File: src/port_shaper_params.svh
`ifndef PORT_SHAPER_PARAMS_SVH
`define PORT_SHAPER_PARAMS_SVH

// Register indices; byte address is four times the index
`define IDX_EGRESS_LIMITS   16'h050a
`define IDX_PHY_DIAG        16'h0510
`define IDX_PORT_CONFIG     16'h0520
`define IDX_IRQ_STATUS      16'h0522
`define IDX_IRQ_MASK        16'h0524
`define IDX_SHAPER_STATUS   16'h0526
`define ADDR_EGRESS_LIMITS  16'h1428
`define ADDR_PHY_DIAG       16'h1440
`define ADDR_PORT_CONFIG    16'h1480
`define ADDR_IRQ_STATUS     16'h1488
`define ADDR_IRQ_MASK       16'h1490
`define ADDR_SHAPER_STATUS  16'h1498

// Egress limits fields
`define EGR_PRI0_LSB        0
`define EGR_FIELD_W         4
`define EGR_RESET           16'h0000

// Diagnostic register fields
`define DIAG_NEAR_SHORT_BIT 15
`define DIAG_RESULT_MSB     14
`define DIAG_RESULT_LSB     13
`define DIAG_RUNNING_BIT    12
`define DIAG_FORCE_LINK_BIT 11
`define DIAG_PWR_SAVE_BIT   10
`define DIAG_LOOPBACK_BIT   9
`define DIAG_COUNT_MSB      8
`define DIAG_PWR_SAVE_RESET 1'b1

// Port configuration fields
`define CFG_MULTI_QUEUE_BIT 0
`define CFG_TEST_START_BIT  1
`define CFG_MULTI_QUEUE_RST 1'b1

// Interrupt status fields
`define IRQ_TEST_DONE_BIT   0
`define IRQ_TEST_FAULT_BIT  1
`define IRQ_W               2

// Rate codes
`define RATE_UNLIMITED      4'h0
`define RATE_FIRST_ABOVE_10M 4'h9

// Shaper timing: credit refilled once per millisecond
`define CLK_FREQ_HZ         40000000
`define SHAPER_TICK_MS      1
`define SHAPER_TICK_CYCLES  (`CLK_FREQ_HZ / 1000 * `SHAPER_TICK_MS)
`define SHAPER_CREDIT_CAP   18'h2_0000
`define SHAPER_BYTE_BITS    18'h0_0008

`endif

File: src/port_shaper_pkg.sv
package port_shaper_pkg;
  typedef logic [3:0]  rate_code_t;
  typedef logic [17:0] credit_t;
  typedef logic [1:0]  diag_result_t;
  typedef enum logic {DIAG_IDLE, DIAG_RUN} diag_state_t;
endpackage

File: src/shaper_if.sv
`timescale 1ns/1ps
interface shaper_if #(parameter int NQ = 4);
  import port_shaper_pkg::*;
  rate_code_t       eff_code [NQ];
  logic             tick;
  logic [NQ-1:0]    tx_req;
  logic [NQ-1:0]    tx_grant;
  logic [NQ-1:0]    throttled;
  modport ctrl  (output eff_code, output tick, output tx_req, input tx_grant, input throttled);
  modport shape (input eff_code, input tick, input tx_req, output tx_grant, output throttled);
endinterface

File: src/egress_shaper.sv
`timescale 1ns/1ps
`include "port_shaper_params.svh"
module egress_shaper #(
  parameter int NQ = 4
) (
  input  wire logic    sys_clk_i,
  input  wire logic    sys_rst_i,
  shaper_if.shape      sh
);
  import port_shaper_pkg::*;

  // Refill per tick in bits, equal to the rate in Kbps for a 1 ms tick
  function automatic credit_t refill_bits(input rate_code_t code);
    case (code)
      4'h1:    refill_bits = 18'h0_0040;
      4'h2:    refill_bits = 18'h0_0080;
      4'h3:    refill_bits = 18'h0_0100;
      4'h4:    refill_bits = 18'h0_0200;
      4'h5:    refill_bits = 18'h0_03e8;
      4'h6:    refill_bits = 18'h0_07d0;
      4'h7:    refill_bits = 18'h0_0fa0;
      4'h8:    refill_bits = 18'h0_1f40;
      4'h9:    refill_bits = 18'h0_3e80;
      4'ha:    refill_bits = 18'h0_7d00;
      4'hb:    refill_bits = 18'h0_bb80;
      4'hc:    refill_bits = 18'h0_fa00;
      4'hd:    refill_bits = 18'h1_1940;
      4'he:    refill_bits = 18'h1_3880;
      4'hf:    refill_bits = 18'h1_57c0;
      default: refill_bits = 18'h0_0000;
    endcase
  endfunction

  for (genvar q = 0; q < NQ; q++) begin : g_queue
    credit_t credit_r;
    logic    unlimited;
    logic    can_send;
    logic [18:0] sum;
    assign unlimited = (sh.eff_code[q] == `RATE_UNLIMITED);
    assign can_send  = unlimited || (credit_r >= `SHAPER_BYTE_BITS);
    assign sum       = {1'b0, credit_r} + (sh.tick ? {1'b0, refill_bits(sh.eff_code[q])} : 19'h0_0000)
                       - ((sh.tx_req[q] && can_send && !unlimited) ? {1'b0, `SHAPER_BYTE_BITS} : 19'h0_0000);

    // Bytes are held back, never dropped, until credit returns
    always_ff @(posedge sys_clk_i or posedge sys_rst_i) begin
      if (sys_rst_i) begin
        credit_r       <= 18'h0_0000;
        sh.tx_grant[q] <= 1'b0;
        sh.throttled[q] <= 1'b0;
      end else begin
        sh.tx_grant[q]  <= sh.tx_req[q] && can_send;
        sh.throttled[q] <= sh.tx_req[q] && !can_send;
        if (unlimited)
          credit_r <= 18'h0_0000;
        else if (sum > {1'b0, `SHAPER_CREDIT_CAP})
          credit_r <= `SHAPER_CREDIT_CAP;
        else
          credit_r <= sum[17:0];
      end
    end
  end
endmodule

File: src/port_rate_shaper_cable_diag.sv
`timescale 1ns/1ps
`include "port_shaper_params.svh"
module port_rate_shaper_cable_diag #(
  parameter int NQ          = 4,
  parameter int TICK_CYCLES = `SHAPER_TICK_CYCLES
) (
  input  wire logic                           sys_clk_i,
  input  wire logic                           sys_rst_i,
  input  wire logic                           psel_i,
  input  wire logic                           penable_i,
  input  wire logic                           pwrite_i,
  input  wire logic [15:0]                    paddr_i,
  input  wire logic [31:0]                    pwdata_i,
  input  wire logic [3:0]                     pstrb_i,
  output logic      [31:0]                    prdata_o,
  output logic                                pready_o,
  output logic                                pslverr_o,
  input  wire logic [NQ-1:0]                  tx_req_i,
  output logic      [NQ-1:0]                  tx_grant_o,
  input  wire logic                           link_speed_10_i,
  input  wire logic                           link_good_i,
  input  wire logic                           diag_done_i,
  input  wire port_shaper_pkg::diag_result_t  diag_result_i,
  input  wire logic                           diag_near_short_i,
  input  wire logic [8:0]                     diag_fault_count_i,
  output logic                                diag_start_o,
  output logic                                force_link_o,
  output logic                                power_save_en_o,
  output logic                                remote_loopback_o,
  output logic                                irq_o
);
  import port_shaper_pkg::*;

  if (NQ != 4) begin : g_bad_nq
    $error("Egress limits register holds exactly four queues");
  end
  if (TICK_CYCLES < 1 || TICK_CYCLES > 65535) begin : g_bad_tick
    $error("Tick count must fit the 16-bit divider");
  end

  shaper_if #(.NQ(NQ)) sh ();

  // Pin inputs: two flops before use
  localparam int SW = 15;
  logic [SW-1:0] pin_meta_r;
  logic [SW-1:0] pin_sync_r;
  logic          done_seen_r;
  always_ff @(posedge sys_clk_i or posedge sys_rst_i) begin
    if (sys_rst_i) begin
      pin_meta_r  <= 15'h0000;
      pin_sync_r  <= 15'h0000;
      done_seen_r <= 1'b0;
    end else begin
      pin_meta_r  <= {link_speed_10_i, link_good_i, diag_done_i, diag_result_i,
                      diag_near_short_i, diag_fault_count_i};
      pin_sync_r  <= pin_meta_r;
      done_seen_r <= pin_sync_r[12];
    end
  end

  logic         speed_10m;
  logic         link_good;
  logic         done_rise;
  diag_result_t res_sync;
  logic         short_sync;
  logic [8:0]   count_sync;
  assign speed_10m  = pin_sync_r[14];
  assign link_good  = pin_sync_r[13];
  assign done_rise  = pin_sync_r[12] && !done_seen_r;
  assign res_sync   = pin_sync_r[11:10];
  assign short_sync = pin_sync_r[9];
  assign count_sync = pin_sync_r[8:0];

  // APB: one wait state so read data and ready both leave flops
  logic        access;
  logic        wr_en;
  logic        mapped;
  logic [15:0] wmask;
  assign access = psel_i && penable_i;
  assign wr_en  = access && pready_o && pwrite_i && mapped;
  assign wmask  = {{8{pstrb_i[1]}}, {8{pstrb_i[0]}}};
  always_comb begin
    case (paddr_i)
      `ADDR_EGRESS_LIMITS, `ADDR_PHY_DIAG, `ADDR_PORT_CONFIG,
      `ADDR_IRQ_STATUS, `ADDR_IRQ_MASK, `ADDR_SHAPER_STATUS: mapped = 1'b1;
      default: mapped = 1'b0;
    endcase
  end

  // Egress limits register
  logic [15:0] egress_r;
  always_ff @(posedge sys_clk_i or posedge sys_rst_i) begin
    if (sys_rst_i)
      egress_r <= `EGR_RESET;
    else if (wr_en && paddr_i == `ADDR_EGRESS_LIMITS)
      egress_r <= (egress_r & ~wmask) | (pwdata_i[15:0] & wmask);
  end

  // Port configuration: queue mode and test start
  logic multi_queue_r;
  logic start_req;
  assign start_req = wr_en && paddr_i == `ADDR_PORT_CONFIG && pstrb_i[0] && pwdata_i[`CFG_TEST_START_BIT];
  always_ff @(posedge sys_clk_i or posedge sys_rst_i) begin
    if (sys_rst_i)
      multi_queue_r <= `CFG_MULTI_QUEUE_RST;
    else if (wr_en && paddr_i == `ADDR_PORT_CONFIG && pstrb_i[0])
      multi_queue_r <= pwdata_i[`CFG_MULTI_QUEUE_BIT];
  end

  // Effective codes after speed clamp and queue mode
  for (genvar q = 0; q < NQ; q++) begin : g_code
    rate_code_t raw;
    rate_code_t eff_r;
    assign raw = egress_r[q*`EGR_FIELD_W +: `EGR_FIELD_W];
    always_ff @(posedge sys_clk_i or posedge sys_rst_i) begin
      if (sys_rst_i)
        eff_r <= `RATE_UNLIMITED;
      else if (q != 0 && !multi_queue_r)
        eff_r <= `RATE_UNLIMITED;
      else if (speed_10m && raw >= `RATE_FIRST_ABOVE_10M)
        eff_r <= `RATE_UNLIMITED;
      else
        eff_r <= raw;
    end
    assign sh.eff_code[q] = eff_r;
  end

  // Refill tick divider
  logic [15:0] tick_cnt_r;
  logic        tick_r;
  always_ff @(posedge sys_clk_i or posedge sys_rst_i) begin
    if (sys_rst_i) begin
      tick_cnt_r <= 16'h0000;
      tick_r     <= 1'b0;
    end else if (tick_cnt_r == 16'(TICK_CYCLES - 1)) begin
      tick_cnt_r <= 16'h0000;
      tick_r     <= 1'b1;
    end else begin
      tick_cnt_r <= tick_cnt_r + 16'h0001;
      tick_r     <= 1'b0;
    end
  end
  assign sh.tick   = tick_r;
  assign sh.tx_req = tx_req_i;

  egress_shaper #(.NQ(NQ)) u_shaper (
    .sys_clk_i (sys_clk_i),
    .sys_rst_i (sys_rst_i),
    .sh        (sh.shape)
  );
  assign tx_grant_o = sh.tx_grant;

  // Cable test sequencer
  diag_state_t  diag_state_r;
  logic         near_short_r;
  diag_result_t result_r;
  logic [8:0]   fault_count_r;
  logic         test_done_evt;
  logic         test_fault_evt;
  assign test_done_evt  = diag_state_r == DIAG_RUN && done_rise;
  assign test_fault_evt = test_done_evt && (res_sync != 2'b00 || short_sync);
  always_ff @(posedge sys_clk_i or posedge sys_rst_i) begin
    if (sys_rst_i) begin
      diag_state_r <= DIAG_IDLE;
      diag_start_o <= 1'b0;
    end else begin
      diag_start_o <= 1'b0;
      case (diag_state_r)
        DIAG_IDLE: begin
          if (start_req) begin
            diag_state_r <= DIAG_RUN;
            diag_start_o <= 1'b1;
          end
        end
        DIAG_RUN: begin
          if (done_rise)
            diag_state_r <= DIAG_IDLE;
        end
        default: diag_state_r <= DIAG_IDLE;
      endcase
    end
  end

  // Results captured once, at completion, so reads never see a half update
  always_ff @(posedge sys_clk_i or posedge sys_rst_i) begin
    if (sys_rst_i) begin
      near_short_r  <= 1'b0;
      result_r      <= 2'b00;
      fault_count_r <= 9'h000;
    end else if (test_done_evt) begin
      near_short_r  <= short_sync;
      result_r      <= res_sync;
      fault_count_r <= count_sync;
    end
  end

  // PHY controls
  logic diag_wr_lo;
  logic diag_wr_hi;
  assign diag_wr_lo = wr_en && paddr_i == `ADDR_PHY_DIAG && pstrb_i[0];
  assign diag_wr_hi = wr_en && paddr_i == `ADDR_PHY_DIAG && pstrb_i[1];
  always_ff @(posedge sys_clk_i or posedge sys_rst_i) begin
    if (sys_rst_i)
      force_link_o <= 1'b0;
    else if (diag_wr_hi && pwdata_i[`DIAG_FORCE_LINK_BIT])
      force_link_o <= 1'b1;
    else if (link_good)
      force_link_o <= 1'b0;
  end

  logic pwr_save_dis_r;
  always_ff @(posedge sys_clk_i or posedge sys_rst_i) begin
    if (sys_rst_i) begin
      pwr_save_dis_r    <= `DIAG_PWR_SAVE_RESET;
      power_save_en_o   <= ~`DIAG_PWR_SAVE_RESET;
      remote_loopback_o <= 1'b0;
    end else begin
      if (diag_wr_hi) begin
        pwr_save_dis_r    <= pwdata_i[`DIAG_PWR_SAVE_BIT];
        power_save_en_o   <= ~pwdata_i[`DIAG_PWR_SAVE_BIT];
        remote_loopback_o <= pwdata_i[`DIAG_LOOPBACK_BIT];
      end
    end
  end

  // Interrupts: set wins over a same-cycle write-one clear
  logic [`IRQ_W-1:0] irq_stat_r;
  logic [`IRQ_W-1:0] irq_mask_r;
  logic [`IRQ_W-1:0] irq_set;
  logic [`IRQ_W-1:0] irq_clr;
  assign irq_set = {test_fault_evt, test_done_evt};
  assign irq_clr = (wr_en && paddr_i == `ADDR_IRQ_STATUS && pstrb_i[0]) ? pwdata_i[`IRQ_W-1:0] : 2'b00;
  always_ff @(posedge sys_clk_i or posedge sys_rst_i) begin
    if (sys_rst_i) begin
      irq_stat_r <= 2'b00;
      irq_mask_r <= 2'b00;
      irq_o      <= 1'b0;
    end else begin
      irq_stat_r <= (irq_stat_r & ~irq_clr) | irq_set;
      if (wr_en && paddr_i == `ADDR_IRQ_MASK && pstrb_i[0])
        irq_mask_r <= pwdata_i[`IRQ_W-1:0];
      irq_o <= |(((irq_stat_r & ~irq_clr) | irq_set) & irq_mask_r);
    end
  end

  // Read mux
  logic [15:0] diag_rd;
  logic [15:0] rd_val;
  assign diag_rd = {near_short_r, result_r, diag_state_r == DIAG_RUN, force_link_o,
                    pwr_save_dis_r, remote_loopback_o, fault_count_r};
  always_comb begin
    case (paddr_i)
      `ADDR_EGRESS_LIMITS: rd_val = egress_r;
      `ADDR_PHY_DIAG:      rd_val = diag_rd;
      `ADDR_PORT_CONFIG:   rd_val = {15'h0000, multi_queue_r};
      `ADDR_IRQ_STATUS:    rd_val = {14'h0000, irq_stat_r};
      `ADDR_IRQ_MASK:      rd_val = {14'h0000, irq_mask_r};
      `ADDR_SHAPER_STATUS: rd_val = {12'h000, sh.throttled};
      default:             rd_val = 16'h0000;
    endcase
  end

  always_ff @(posedge sys_clk_i or posedge sys_rst_i) begin
    if (sys_rst_i) begin
      pready_o  <= 1'b0;
      pslverr_o <= 1'b0;
      prdata_o  <= 32'h0000_0000;
    end else if (access && !pready_o) begin
      pready_o  <= 1'b1;
      pslverr_o <= !mapped;
      prdata_o  <= (!pwrite_i && mapped) ? {16'h0000, rd_val} : 32'h0000_0000;
    end else begin
      pready_o  <= 1'b0;
      pslverr_o <= 1'b0;
    end
  end
endmodule

File: config.mk
export PLATFORM = sky130hd
export DESIGN_NAME = port_rate_shaper_cable_diag
export DESIGN_NICKNAME = d
export VERILOG_FILES = /design/src/port_shaper_pkg.sv /design/src/shaper_if.sv /design/src/egress_shaper.sv /design/src/port_rate_shaper_cable_diag.sv
export VERILOG_INCLUDE_DIRS = /design/src /design/src/src
export SDC_FILE = /design/constraint.sdc
export NUM_CORES = 1
export LEC_CHECK = 0
export ABC_AREA = 1
export BUFFER_PORTS_ARGS = -buffer_cell sky130_fd_sc_hd__clkbuf_2
export CORE_ASPECT_RATIO = 0.8
export CORE_MARGIN = 8
export CORE_UTILIZATION = 35
export CTS_CLUSTER_DIAMETER = 60
export DETAILED_ROUTE_END_ITERATION = 8
export PLACE_DENSITY_LB_ADDON = 0.12
export SLEW_MARGIN = 15
export SYNTH_ARGS = -nofsm -noshare
export SYNTH_HDL_FRONTEND = slang
export SYNTH_SLANG_ARGS = --single-unit
File: constraint.sdc
create_clock -name sys_clk_i -period 10.5 [get_ports sys_clk_i]
set_input_delay 1.05 -clock sys_clk_i [delete_from_list [all_inputs] [get_ports sys_clk_i]]
set_output_delay 1.05 -clock sys_clk_i [all_outputs]
set_load 0.005 [all_outputs]
After elaboration in Yosys (flattened, before gate mapping)
Memory sizes are Yosys's and may differ from the RTL's.
Index checks and enable logic that the tools add are counted.

storage, ports and cells
  memories = 4
  register bits after elaboration = 218
  input port bits = 76
  ROM bits = 896

operators by class
  add/subtract/negate cells = 9
  mux-type cells = 37
  bitwise operators = 10
  reductions and logical operators = 61
  $lt $le $gt $ge = 12
  equal/unequal tests = 7

memory list
  memory           words  bits a word  rd ports  clocked after Yosys merged registers in  wr ports  RTL line             source
  (no name shown)  16     14           1         0                                        0         egress_shaper.sv:14  case (code)
  (no name shown)  16     14           1         0                                        0         egress_shaper.sv:14
  (no name shown)  16     14           1         0                                        0         egress_shaper.sv:14
  (no name shown)  16     14           1         0                                        0         egress_shaper.sv:14

operators with widths
  cell                     number
  $mux W18                 12
  $eq A16 B13 Y1 const B   6
  $pmux W16 S6             1
  $add A18 B19 Y19         4
  $gt A19 B18 Y1 const B   4
  $sub A19 B19 Y19         4
  $ge A18 B4 Y1 const B    4
  $mux W4                  11
  $logic_and A1 B1 Y1      36
  $and A16 B16 Y16         2
  $mux W16                 2
  $add A16 B1 Y16 const B  1
  $eq A16 B16 Y1 const B   1
  $ge A4 B4 Y1 const B     4
  $logic_not A4 Y1         4
  $not A16 Y16             1
  $or A16 B16 Y16          1
  $logic_not A1 Y1         12
  $mux W1                  9
  $reduce_or A6 Y1         1
  $logic_or A1 B1 Y1       5
  $and A2 B2 Y2            2
  $reduce_bool A2 Y1       2
  $mux W2                  1
  5 further kinds          6

Depth between registers and ports, before layout
Gate-level depths: netlist of the first run.

  depth after elaboration = 12
  mapped depth = 28

Modules after synthesis
Synthesis of the first run repeated with hierarchy kept, for this count alone.

second synthesis, totals
  cell total of the unflattened synthesis = 2,067
  area, all modules = 14,627.8 µm²

modules (own cells, without submodules)
  module                       cells each  instances  area an instance (µm²)  seq. area each (µm²)
  egress_shaper                1,520       1          9,566.7                 1,801.7
  port_rate_shaper_cable_diag  547         1          5,061.1                 3,055.4

Worst setup path after synthesis of the first run
OpenSTA, ideal clock, no wires.

  path type = register -> register
  start = reg g_code[0].eff_r[0]
  end = reg u_shaper.g_queue[0].credit_r[13]
  path slack = 6.928 ns
  library setup time = 0.077 ns
  path buffers = 2
  stages on the path, launching flop included = 25
  data arrival time = 3.494 ns
  path through = dfrtp_1 > inv_1 > ha_1 > nand2_1 > nor2_1 > clkinv_1 > clkbuf_1 > nand2_1 > inv_1 > fa_1 > inv_1 > ha_1 > nand3b_1 > nand2_2 > nand2_1 > nand2_2 > nand2_1 > nand2_1 > nand2_1 > nand2_1 > nand2_1 > nor2_1 > nand3_2 > buf_6 > a21oi_1

between the ends
  cells in the longest elaborated chain, start to end = 9
  elaborated cells on any way between the ends = 13
  those cells by class = add/sub (2); order compare (1); mux (4); reduce/logical (5); memory (1)

ends and longest elaborated chain
  element                                                                   RTL line                            source
  from (decl)                                                               port_rate_shaper_cable_diag.sv:113  rate_code_t eff_r;
  from (signal assigned)                                                    port_rate_shaper_cable_diag.sv:117  eff_r <= `RATE_UNLIMITED;
  from (signal assigned)                                                    port_rate_shaper_cable_diag.sv:119  eff_r <= `RATE_UNLIMITED;
  from (signal assigned)                                                    port_rate_shaper_cable_diag.sv:121  eff_r <= `RATE_UNLIMITED;
  parallel branches: the longest is 8 deep, another holds $add A18 B19 Y19  n/a
  $mux W18 *                                                                egress_shaper.sv:53                 if (unlimited)
  to (signal assigned)                                                      egress_shaper.sv:56                 credit_r <= `SHAPER_CREDIT_CAP;
  to (signal assigned)                                                      egress_shaper.sv:58                 credit_r <= sum[17:0];
  to (decl)                                                                 egress_shaper.sv:35                 credit_t credit_r;

Every way passes the cells marked *.
A chain may end at the register's enable or synchronous reset.

Worst setup path after layout of the first run
  start = reg g_code[0].eff_r[0]
  end = reg u_shaper.g_queue[0].credit_r[9]

The elaborated chain is that of the path after synthesis.

==> results.yml, run 1 <==
cells_and_area:
  num_antenna_cells: 0
  synthToLayoutAreaGrowth_pct: 10.8
  mostFrequentLayoutCells: "546 x nand2_1, 439 x inv_1, 192 x dfrtp_1"
  final_common_cell: "nand2_1"
  layout-drive-gt1-share_pct: 7.89
  postLayoutCellArea_um2: 15700
  finalNetCount: 2328
  fin_util_pct: 39.0
clock_tree:
  ctsHoldBuffers: 0
  cts-htree-levels: 4
  cts_buffers: 17
  clock_latency_ps: 450
  cts_tree: "done"
  post_cts_buffers: 0
  clock-sinks: 194
  cts_resized: 0
  clockBufferDepth: 2
  clkSlewWorstSetupHoldPaths_ps: 70
  root_buffer: "clkbuf_16"
die:
  rows: 66
  io_pins: 119
  core_area_um2: 40300
  die_y_um: 196
  start_util_pct: 35.2
  fp.dieW_um: 241
  dieArea_um2: 47300
placed_design:
  place_hpwl_um: 29300
  io_buffers: 84
  place_congestion: 0.866
  placed_area_um2: 15100
logic_synthesis:
  avgSynthCellArea_um2: 7.07
  ys_types: 47
  synth-seq-cells: 194
  synth-edff-count: 0
  postSynth.asyncResetShare_pct: 100
  synth-xor-area-share_pct: 1.11
  ys_seq_area_share_pct: 34.2
  synth_area_um2: 14200
  synthFlopType: "dfrtp_1"
  yosys_warnings: 0
  syn_inst: 2008
  synthAdderAreaFrac_pct: 14.6
  synth_mux_area_share_pct: 0
  synth_compound_area_share_pct: 7.52
  synth-simple-area-share_pct: 29.0
  synth_top_family_by_area: "simple AND/OR/NAND/NOR gates"
sta:
  layout_min_cycle_time_ps: 4740
  min_period_over_period_pct: 45.2
  maxSlewViolCount: 0
  skew_ps: 14.3
  tns_ps: 0
  rsz0062_at_grt: "no"
  hold_viol: 0
  worst_pin_slew_ps: 778
  max_clock_freq_mhz: 211
  setup_viol: 0
  slew_headroom_pct: 48.1
pwr:
  p_sw_w: 0.000343
  p_int_w: 0.00113
  peakVddDrop_mv: 0.103
  p_leak_nw: 8.83
  power.density_nw_per_um2: 93.9
  swShare_pct: 23.2
  sequentialPowerShare_pct: 52.7
  clkPwrFrac_pct: 43.6
  combPwrFrac_pct: 3.7
  finalPower_w: 0.00148
drt:
  ant_nets: 0
  route.vias.total: 12200
  drt-vias-per-instance: 4.59
  drt_iter0_drc: 883
  drc: 0
  firstDrtPassIters: 5
  wl_um: 36600
  wl_per_cell_um: 13.8
critical_path:
  worstPathMaxFanout: 17
  cp-start-kind: "flip-flop"
  cp-end-kind: "flip-flop"
  cp.required_ps: 10850
  cp.arrival_ps: 5090
  setup.worst_path.class: "reg -> reg"
global_route:
  grt_max_degree: 114
  grt_pass1_wl_um: 59900
  grt_remaining_overflow: 0
  antenna_found_initial: 0
  grt.total_usage_pct: 15.7
  first_global_vias: 11500
job:
  drv_cap: 0
status:
  status: "finished, final reports clean"
hold_path:
  hold_class: "reg -> reg"
-- final timing paths --
check	start	to	slack, ps	cells after the start
min in group asynchronous	sys_rst_i	pin_meta_r[5]	770	2
setup reg to reg	g_code[0].eff_r[0]	u_shaper.g_queue[0].credit_r[9]	5760	23
hold reg to reg	pin_meta_r[0]	pin_sync_r[0]	350	0
hold / removal	pin_meta_r[0]	pin_sync_r[0]	350	0
setup / recovery	g_code[0].eff_r[0]	u_shaper.g_queue[0].credit_r[9]	5760	23
max in group asynchronous	sys_rst_i	tick_cnt_r[5]	8410	4
-- sequential cells by signal, indices dropped and copies added (netlist names), 2 cells and up --
name and count:
irq_stat_r 2, pin_meta_r 15, u_shaper.sh.tx_grant 4, egress_r 16, result_r 2, u_shaper.g_queue.credit_r 64
pin_sync_r 15, fault_count_r 9, tick_cnt_r 16, prdata_o 16, g_code.eff_r 16, irq_mask_r 2
u_shaper.sh.throttled 4
-- power by group through the flow --
stage	clock network, W	logic, W	registers (W)
6_report	0.000644	0.0000544	0.000779
5_1_grt	0.000696	0.0000633	0.000781
4_1_cts	0.000666	0.0000552	0.000779
3_5_place_dp	0	0.0000548	0.000793
3_3_place_gp	0	0.0000544	0.000793
2_1_floorplan	0	0.0000346	0.000791
-- stage by stage --
stage	setup WS (ps)	hold slack [ps]	std cells
global route	5450	359	2647
finish	5760	351	2647
CTS	5830	352	2646
floorplan	4170	331	2023
global placement	5830	335	2615
detailed placement	5850	335	2615
-- worst max-delay path: stages, from the launching register on --
cell and delay [ps]:
dfrtp_1 480, inv_1 180, ha_1 190, nand2_1 70, nor2_1 310, clkinv_1 540, a31oi_1 380, nand2_1 70
inv_1 80, fa_1 410, inv_1 150, ha_1 260, nand3b_1 190, nand2_2 120, nand2_1 70, nand2_2 70
nand2_1 70, nand2_1 90, nand2_1 70, nand2_1 60, nand2_1 60, nor2_1 110, nand3_2 330, a21oi_1 270
-- synthesized netlist by cell type, types with 2 or more instances --
cell,n,area [µm²]
nand4_1,25,156
o31ai_1,5,37.5
nor2_1,177,664
nand3b_1,15,113
dfrtp_1,192,4800
nand2_2,16,100
buf_2,5,25.0
nor3_1,18,90.1
nand3_1,125,626
nor4_1,5,31.3
and2_1,10,62.6
o21ai_0,40,200
nand3_2,3,30.0
xor2_1,12,105
a31oi_1,11,68.8
nor2_2,20,125
o21a_1,2,15.0
nand2_1,546,2050
and3_1,3,18.8
o22ai_1,5,31.3
a21boi_0,4,30.0
clkinv_1,3,11.3
a21oi_1,75,375
dfstp_2,2,52.6
ha_1,153,1910
inv_1,440,1650
xnor2_1,6,52.6
o21ai_1,5,25.0
clkbuf_1,13,48.8
buf_6,3,33.8
a22o_1,14,123
inv_2,3,11.3
buf_4,16,120
fa_1,8,160
o211ai_1,16,120
-- per-layer routing --
metal | GRT usage, % | wire length, µm
met1 | 24.3 | 19800
met4 | 3.35 | 503
met5 | 0 | 0
met3 | 2.93 | 1750
met2 | 22.3 | 14500
-- logic make-up (layout without fill, tap and decap cells) --
group           Yosys count  after routing
fa+ha+maj               161            161
flops                   194            194
xor+xnor                 18             18
other cells               1             16
compound gates          182            182
simple gates            968            968
buf+inv                 484            564
-- cell type report --
class                   instances  area (µm²)
repair buffers                 87         455
clock inverters                 9        98.8
multi-input cells            1345        7480
fillers                      4362       24600
flip-flops and latches        194        4860
well taps                     544         681
inverters                     446        1680
clock buffers                  22         474
Power figures use the tool's default switching activity.
==> run 2, diff against run 1 <==
--- a/config.mk
+++ b/config.mk
@@ -6,7 +6,7 @@
 export SDC_FILE = /design/constraint.sdc
 export NUM_CORES = 1
 export LEC_CHECK = 0
-export ABC_AREA = 1
+export ABC_AREA = 0
 export BUFFER_PORTS_ARGS = -buffer_cell sky130_fd_sc_hd__clkbuf_2
 export CORE_ASPECT_RATIO = 0.8
 export CORE_MARGIN = 8
==> constraint.sdc (replaced) <==
create_clock -name sys_clk_i -period 3.9 [get_ports sys_clk_i]
set_input_delay 0.39 -clock sys_clk_i [delete_from_list [all_inputs] [get_ports sys_clk_i]]
set_output_delay 0.39 -clock sys_clk_i [all_outputs]
set_load 0.005 [all_outputs]
==> run 2 against run 1 <==
Against the previous run: clock-buffer cell count down 5; critical path depth is 6 higher; cell count is 8.3% lower; largest power group unchanged; the flow now finishes with violations (setup timing); register-to-register slack worse by 6100 ps; core utilization up 8.1 points; global-route usage rose by 1.5 points; maximum frequency rose by 12%; via count down 0.15%; die area shrank 1.3%; clock skew fell by 2.3 ps.
==> results.yml, run 2 <==
logic_synthesis:
  synth-seq-cells: 194
  synth_commonest_cells: "213 x inv_1, 192 x dfrtp_1, 153 x ha_1, 119 x nand2_1, 98 x nor2_1"
  ys_types: 93
  ys_seq_area_share_pct: 34.7
  yosys.area.top_type: "dfrtp_1"
  synthFlopType: "dfrtp_1"
  synth.most_common_cell: "inv_1"
  synth_top_area_share_pct: 34.3
  avgSynthCellArea_um2: 9.00
  yosys_warnings: 0
  synth-edff-count: 0
  postSynth.asyncResetShare_pct: 100
  synthTopCellsByArea: "dfrtp_1 34%, ha_1 14%, inv_1 5.7%"
  syn_inst: 1557
  synth_area_um2: 14000
cells_and_area:
  synthToLayoutAreaGrowth_pct: 32.9
  final_common_cell: "buf_4"
  largest_register: "u_shaper.g_queue.credit_r"
  finalNonFillerCells: 2427
  finalNetCount: 2115
  mostFrequentLayoutCells: "243 x buf_4, 204 x inv_1, 188 x dfrtp_1"
  num_antenna_cells: 0
  largest_reg_flops: 64
  layout-drive-gt1-share_pct: 32.2
hold_path:
  whs_path_depth: 1
  hold_class: "in -> reg"
critical_path:
  cp.arrival_ps: 4570
  cp_common_cell: "buf_4"
  cp.required_ps: 4240
  endpoint: "u_shaper.sh.tx_grant[2]"
  cp-start-kind: "flip-flop"
  cpPeakStageDelay_ps: 400
  critPathBufInv: 25
  reg2regPathDepth: 29
  cp-end-kind: "flip-flop"
  cpLargestDelayFamily: "buffers and inverters"
  reg2reg_to: "u_shaper.sh.tx_grant[2]"
  reg2reg_slack_ps: -330
  startpoint: "u_shaper.g_queue[2].credit_r[16]"
  critPathSlowestCell: "dfrtp_1"
  crit_cells: 29
  setup.worst_path.class: "reg -> reg"
  regToRegStartpoint: "u_shaper.g_queue[2].credit_r[16]"
  worstPathMaxFanout: 2
die:
  fp.dieW_um: 240
  io_pins: 119
  start_util_pct: 35.5
  core_area_um2: 39400
  rows: 65
  dieArea_um2: 46700
  die_y_um: 195
sta:
  setup_ws_ps: -328
  hold_viol: 0
  hold_slack_ps: 41.1
  max_clock_freq_mhz: 237
  setup_viol: 51
  min_period_over_period_pct: 108
  skew_ps: 11.9
  maxSlewViolCount: 0
  worst_pin_slew_ps: 862
  layout_min_cycle_time_ps: 4230
  slew_headroom_pct: 42.4
  rsz0062_at_grt: "yes"
global_route:
  grt.total_usage_pct: 17.2
  grt_pass1_wl_um: 65400
  grt_remaining_overflow: 0
  antenna_found_initial: 1
  grt_max_degree: 69
  first_global_vias: 12300
placed_design:
  io_buffers: 84
  dp_slack_ps: -406
  place_congestion: 0.821
  place_hpwl_um: 30700
  dpl.cell_count: 2325
drt:
  route.vias.total: 12100
  drc: 0
  wl_um: 40400
  wl_per_cell_um: 16.7
  drt_iter0_drc: 754
  firstDrtPassIters: 5
  drt-vias-per-instance: 5.00
  ant_nets: 0
pwr:
  peakVddDrop_mv: 0.296
  power.density_nw_per_um2: 214
  p_leak_nw: 9.01
status:
  status: "finished, violations left"
  violations: "setup timing"
clock_tree:
  clockBufferDepth: 2
  cts-htree-levels: 4
  clkSlewWorstSetupHoldPaths_ps: 80
  clock_latency_ps: 450
  cts_tree: "done"
  ctsHoldBuffers: 0
  clock-sinks: 194
  root_buffer: "clkbuf_16"
  cts_buffers: 17
job:
  drv_cap: 0
## run 2: worst min path at each step
stage | startpoint | slack, ps | endpoint
after global routing | diag_result_i[1] | 7 | pin_meta_r[11]
after CTS | diag_fault_count_i[5] | 10 | pin_meta_r[5]
final | diag_fault_count_i[5] | 40 | pin_meta_r[5]
after detailed placement | pin_meta_r[13] | 330 | pin_sync_r[13]
after floorplan | pin_meta_r[0] | 330 | pin_sync_r[0]
after global placement | pin_meta_r[2] | 330 | pin_sync_r[2]
## run 2: worst reg2reg max path, delay by kind of cell (launching register included)
family                 cells  cell delay [ps]
buffers and inverters     25             3020
AND/OR/NAND/NOR            4              710
flip-flops                 1              400
## run 2: cells by family (layout without fill, tap and decap cells)
logic type	Yosys count	count (layout)	share of synthesized area, %
xor gates and xnor gates	57	57	3.56
AOI/OAI and AO/OA	346	346	17.1
buffers and inverters	278	597	8.05
and+or+nand+nor	470	470	17.4
DFF	194	194	34.7
other	1	16	0.0268
muxes	50	50	4.35
adders and majority gates	161	161	14.8
## run 2: power by group
group / switching (W) / internal (W) / leakage (nW) / total (W)
registers: 0.00000749 / 0.00203 / 2.58 / 0.00204
clock network: 0.000933 / 0.000873 / 0.288 / 0.00181
logic: 0.0000824 / 0.0000670 / 6.14 / 0.000149
## run 2: final cells by class
cell class / count / area (µm²)
inverter: 213 / 803
timing repair buffer: 352 / 2590
tap: 536 / 671
clock inverter: 15 / 183
multi-input combinational: 1100 / 9070
clock buffer: 17 / 425
fill: 3788 / 20800
sequential: 194 / 4860
## run 2: through the flow
stage | TNS, ps | cell area, µm² | power (W) | utilization, %
3_3_place_gp | -12580 | 16400 | 0.00219 | 41.7
6_report | -7300 | 18600 | 0.00399 | 47.2
2_1_floorplan | 0 | 14100 | 0.00213 | -
5_1_grt | -16710 | 18600 | 0.00414 | 47.2
3_5_place_dp | -15170 | 16400 | 0.00219 | 41.7
4_1_cts | -2820 | 17800 | 0.00405 | 45.1
## run 2: metal layers
metal  vias to the layer above  part of all wire [%]  track usage [%]
li1                       6042                     -                -
met1                      5853                    52             25.2
met2                       218                    43             25.8
met3                        27                   3.9             4.00
met4                         2                   1.1             2.98
met5                         -                 0.030                0
## run 2: timing repair
action | in CTS | in global routing
gates cloned | 0 | 1
gates resized for setup | 69 | 144
endpoints found under the setup margin | 64 | 66
pin swaps | 48 | 79
setup buffers | 58 | 20
==> run 3, diff against run 2 <==
--- a/config.mk
+++ b/config.mk
@@ -17,4 +17,5 @@
 export SLEW_MARGIN = 15
 export SYNTH_ARGS = -nofsm -noshare
 export SYNTH_HDL_FRONTEND = slang
+export SYNTH_HIERARCHICAL = 1
 export SYNTH_SLANG_ARGS = --single-unit
==> run 3 against run 2 <==
Against the previous run: the flow still finishes with violations (setup timing); clock-buffer cell count is the same; wire length fell by 0.67%; largest power group unchanged; die area rose by 1.5%; maximum frequency up 6.5%; largest cell class unchanged; first-iteration DRC count up 11%; sequential share of layout area grew 0.94 points; via count fell by 0.91%; sequential cell count stayed put.
==> results.yml, run 3 <==
die:
  rows: 66
  start_util_pct: 35.2
  die_y_um: 196
  fp.dieW_um: 241
  io_pins: 119
  core_area_um2: 40400
  dieArea_um2: 47400
drt:
  drt_iter0_drc: 837
  ant_nets: 0
  wl_per_cell_um: 17.0
  wl_met3_um: 1820
  drt-vias-per-instance: 5.08
  route.met2.wl_um: 17300
  wl_met1_um: 20600
  firstDrtPassIters: 5
  drc: 0
  route.vias.total: 12000
  topRoutingLayerUsed: "met5"
  wl_um: 40200
status:
  status: "finished, violations left"
  violations: "setup timing"
sta:
  skew_ps: 12.5
  layout_min_cycle_time_ps: 3970
  setup_ws_ps: -70.5
  worst_pin_slew_ps: 1020
  rsz0062_at_grt: "yes"
  min_period_over_period_pct: 102
  slew_headroom_pct: 31.6
  max_clock_freq_mhz: 252
  setup_viol: 16
  maxSlewViolCount: 0
  tns_ps: -506
  hold_viol: 0
  hold_slack_ps: 39.8
clock_tree:
  clkSlewWorstSetupHoldPaths_ps: 80
  cts_tree: "done"
  clock-sinks: 194
  cts_buffers: 17
  ctsHoldBuffers: 0
  clockBufferDepth: 2
  clock_latency_ps: 450
  cts-htree-levels: 4
  root_buffer: "clkbuf_16"
cells_and_area:
  num_antenna_cells: 0
  mostFrequentLayoutCells: "211 x inv_1, 191 x dfrtp_1, 178 x buf_4"
  largest_register: "u_shaper/g_queue.credit_r"
  finalNonFillerCells: 2368
  postLayoutCellArea_um2: 17900
  final_common_cell: "inv_1"
  synthToLayoutAreaGrowth_pct: 26.1
  layout-drive-gt1-share_pct: 27.1
  largest_reg_flops: 64
  finalNetCount: 2048
logic_synthesis:
  yosys_warnings: 6
  ys_seq_area_share_pct: 34.1
  synth-edff-count: 0
  synth-seq-cells: 194
  avgSynthCellArea_um2: 9.05
  yosys.area.top_type: "dfrtp_1"
  synth_area_um2: 14200
  synth_commonest_cells: "223 x inv_1, 192 x dfrtp_1, 153 x ha_1, 144 x nand2_1, 84 x nor2_1"
  postSynth.asyncResetShare_pct: 100
  synthFlopType: "dfrtp_1"
  synth_top_area_share_pct: 33.8
  ys_types: 99
  synthTopCellsByArea: "dfrtp_1 34%, ha_1 13%, inv_1 5.9%"
  synth.most_common_cell: "inv_1"
  syn_inst: 1573
placed_design:
  dpl.cell_count: 2302
  place_hpwl_um: 31600
  place_congestion: 0.856
  io_buffers: 84
  placed_area_um2: 16300
global_route:
  grt_pass1_wl_um: 64000
  grt_max_degree: 81
  grt.total_usage_pct: 16.8
  grt_remaining_overflow: 0
  antenna_found_initial: 3
  first_global_vias: 11800
critical_path:
  cp-end-kind: "flip-flop"
  cp.required_ps: 4280
  worstPathMaxFanout: 9
  cp.arrival_ps: 4350
  cp-start-kind: "flip-flop"
  setup.worst_path.class: "reg -> reg"
pwr:
  peakVddDrop_mv: 0.303
  p_leak_nw: 8.63
  power.density_nw_per_um2: 222
hold_path:
  hold_class: "in -> reg"
job:
  drv_cap: 0
-- run 3: changes by cell type in the layout (fill, tap and decap cells not counted), moves of 12 or more --
cell     previous run  this run
mux2_2             37        14
buf_6              18         6
buf_4             243       178
a21o_1             26        14
nand4_1            16        32
nand2_1           115       143
mux2_1              0        24
-- run 3: worst max-delay path, stage by stage (launching register included) --
cell and delay [ps]:
dfrtp_2 400, buf_4 170, ha_1 250, mux4_2 470
nand2_1 90, ha_1 120, inv_1 40, ha_1 460
nand2_1 80, o21ai_0 580, o2111ai_1 210, o211ai_1 220
o31ai_4 170, or2_4 340, clkbuf_16 180, nor2b_1 110
-- run 3: cells by family (layout without fill, tap and decap cells) --
kind of cell / count (synthesis) / count (layout) / synth area share, %
mux: 59 / 59 / 5.29
simple gates: 490 / 490 / 18.3
other cells: 1 / 16 / 0.0263
flops: 194 / 194 / 34.1
buf+inv: 291 / 527 / 8.34
compound gates: 322 / 322 / 15.9
fa+ha+maj: 161 / 161 / 14.6
xor+xnor: 55 / 55 / 3.38
-- run 3: layer usage --
metal | vias to the layer above | global-route usage [%]
met5 | - | 0
met4 | 6 | 3.48
met3 | 36 | 3.08
met2 | 228 | 24.6
met1 | 5823 | 25.4
li1 | 5938 | -
-- run 3: final cells by class --
type	count	area [µm²]
clock buffer	17	425
clock inverter	15	205
fill	3923	22400
inverter	223	843
multi-input combinational	1103	9030
sequential	194	4860
tap	544	681
timing repair buffer	272	1910
-- run 3: timing repair --
| action | 4_1_cts | 5_1_grt |
|---|---|---|
| endpoints found under the setup margin | 61 | 63 |
| pin swaps | 40 | 73 |
| cloned | 1 | 1 |
| gates resized for setup | 52 | 127 |
| setup buffers | 16 | 16 |
-- run 3: final timing paths --
path / from / cells past startpoint / slack [ps] / end
setup / recovery: g_code[1].eff_r[0] / 15 / -70 / u_shaper/g_queue[1].credit_r[12]
max in group asynchronous: sys_rst_i / 3 / 2780 / u_shaper/g_queue[1].credit_r[14]
hold / removal: diag_fault_count_i[5] / 1 / 40 / pin_meta_r[5]
hold reg to reg: pin_meta_r[5] / 0 / 350 / pin_sync_r[5]
setup reg to reg: g_code[1].eff_r[0] / 15 / -70 / u_shaper/g_queue[1].credit_r[12]
min in group asynchronous: sys_rst_i / 2 / 150 / tick_cnt_r[3]
-- run 3: metrics by stage --
stage | util, % | worst slack (ps) | total power (W)
after global placement | 40.2 | -322 | 0.00220
after global routing | 44.4 | -296 | 0.00414
final | 44.4 | -70.5 | 0.00399
after floorplan | - | -9.01 | 0.00214
after detailed placement | 40.2 | -385 | 0.00220
after CTS | 42.7 | -26.5 | 0.00405
-- run 3: power by group --
group	total (W)	switching (W)	leakage [nW]	internal, W
registers	0.00204	0.00000934	2.59	0.00203
logic	0.000122	0.0000835	5.74	0.0000383
clock network	0.00183	0.000938	0.300	0.000888
total	0.00399	0.00103	8.63	0.00295
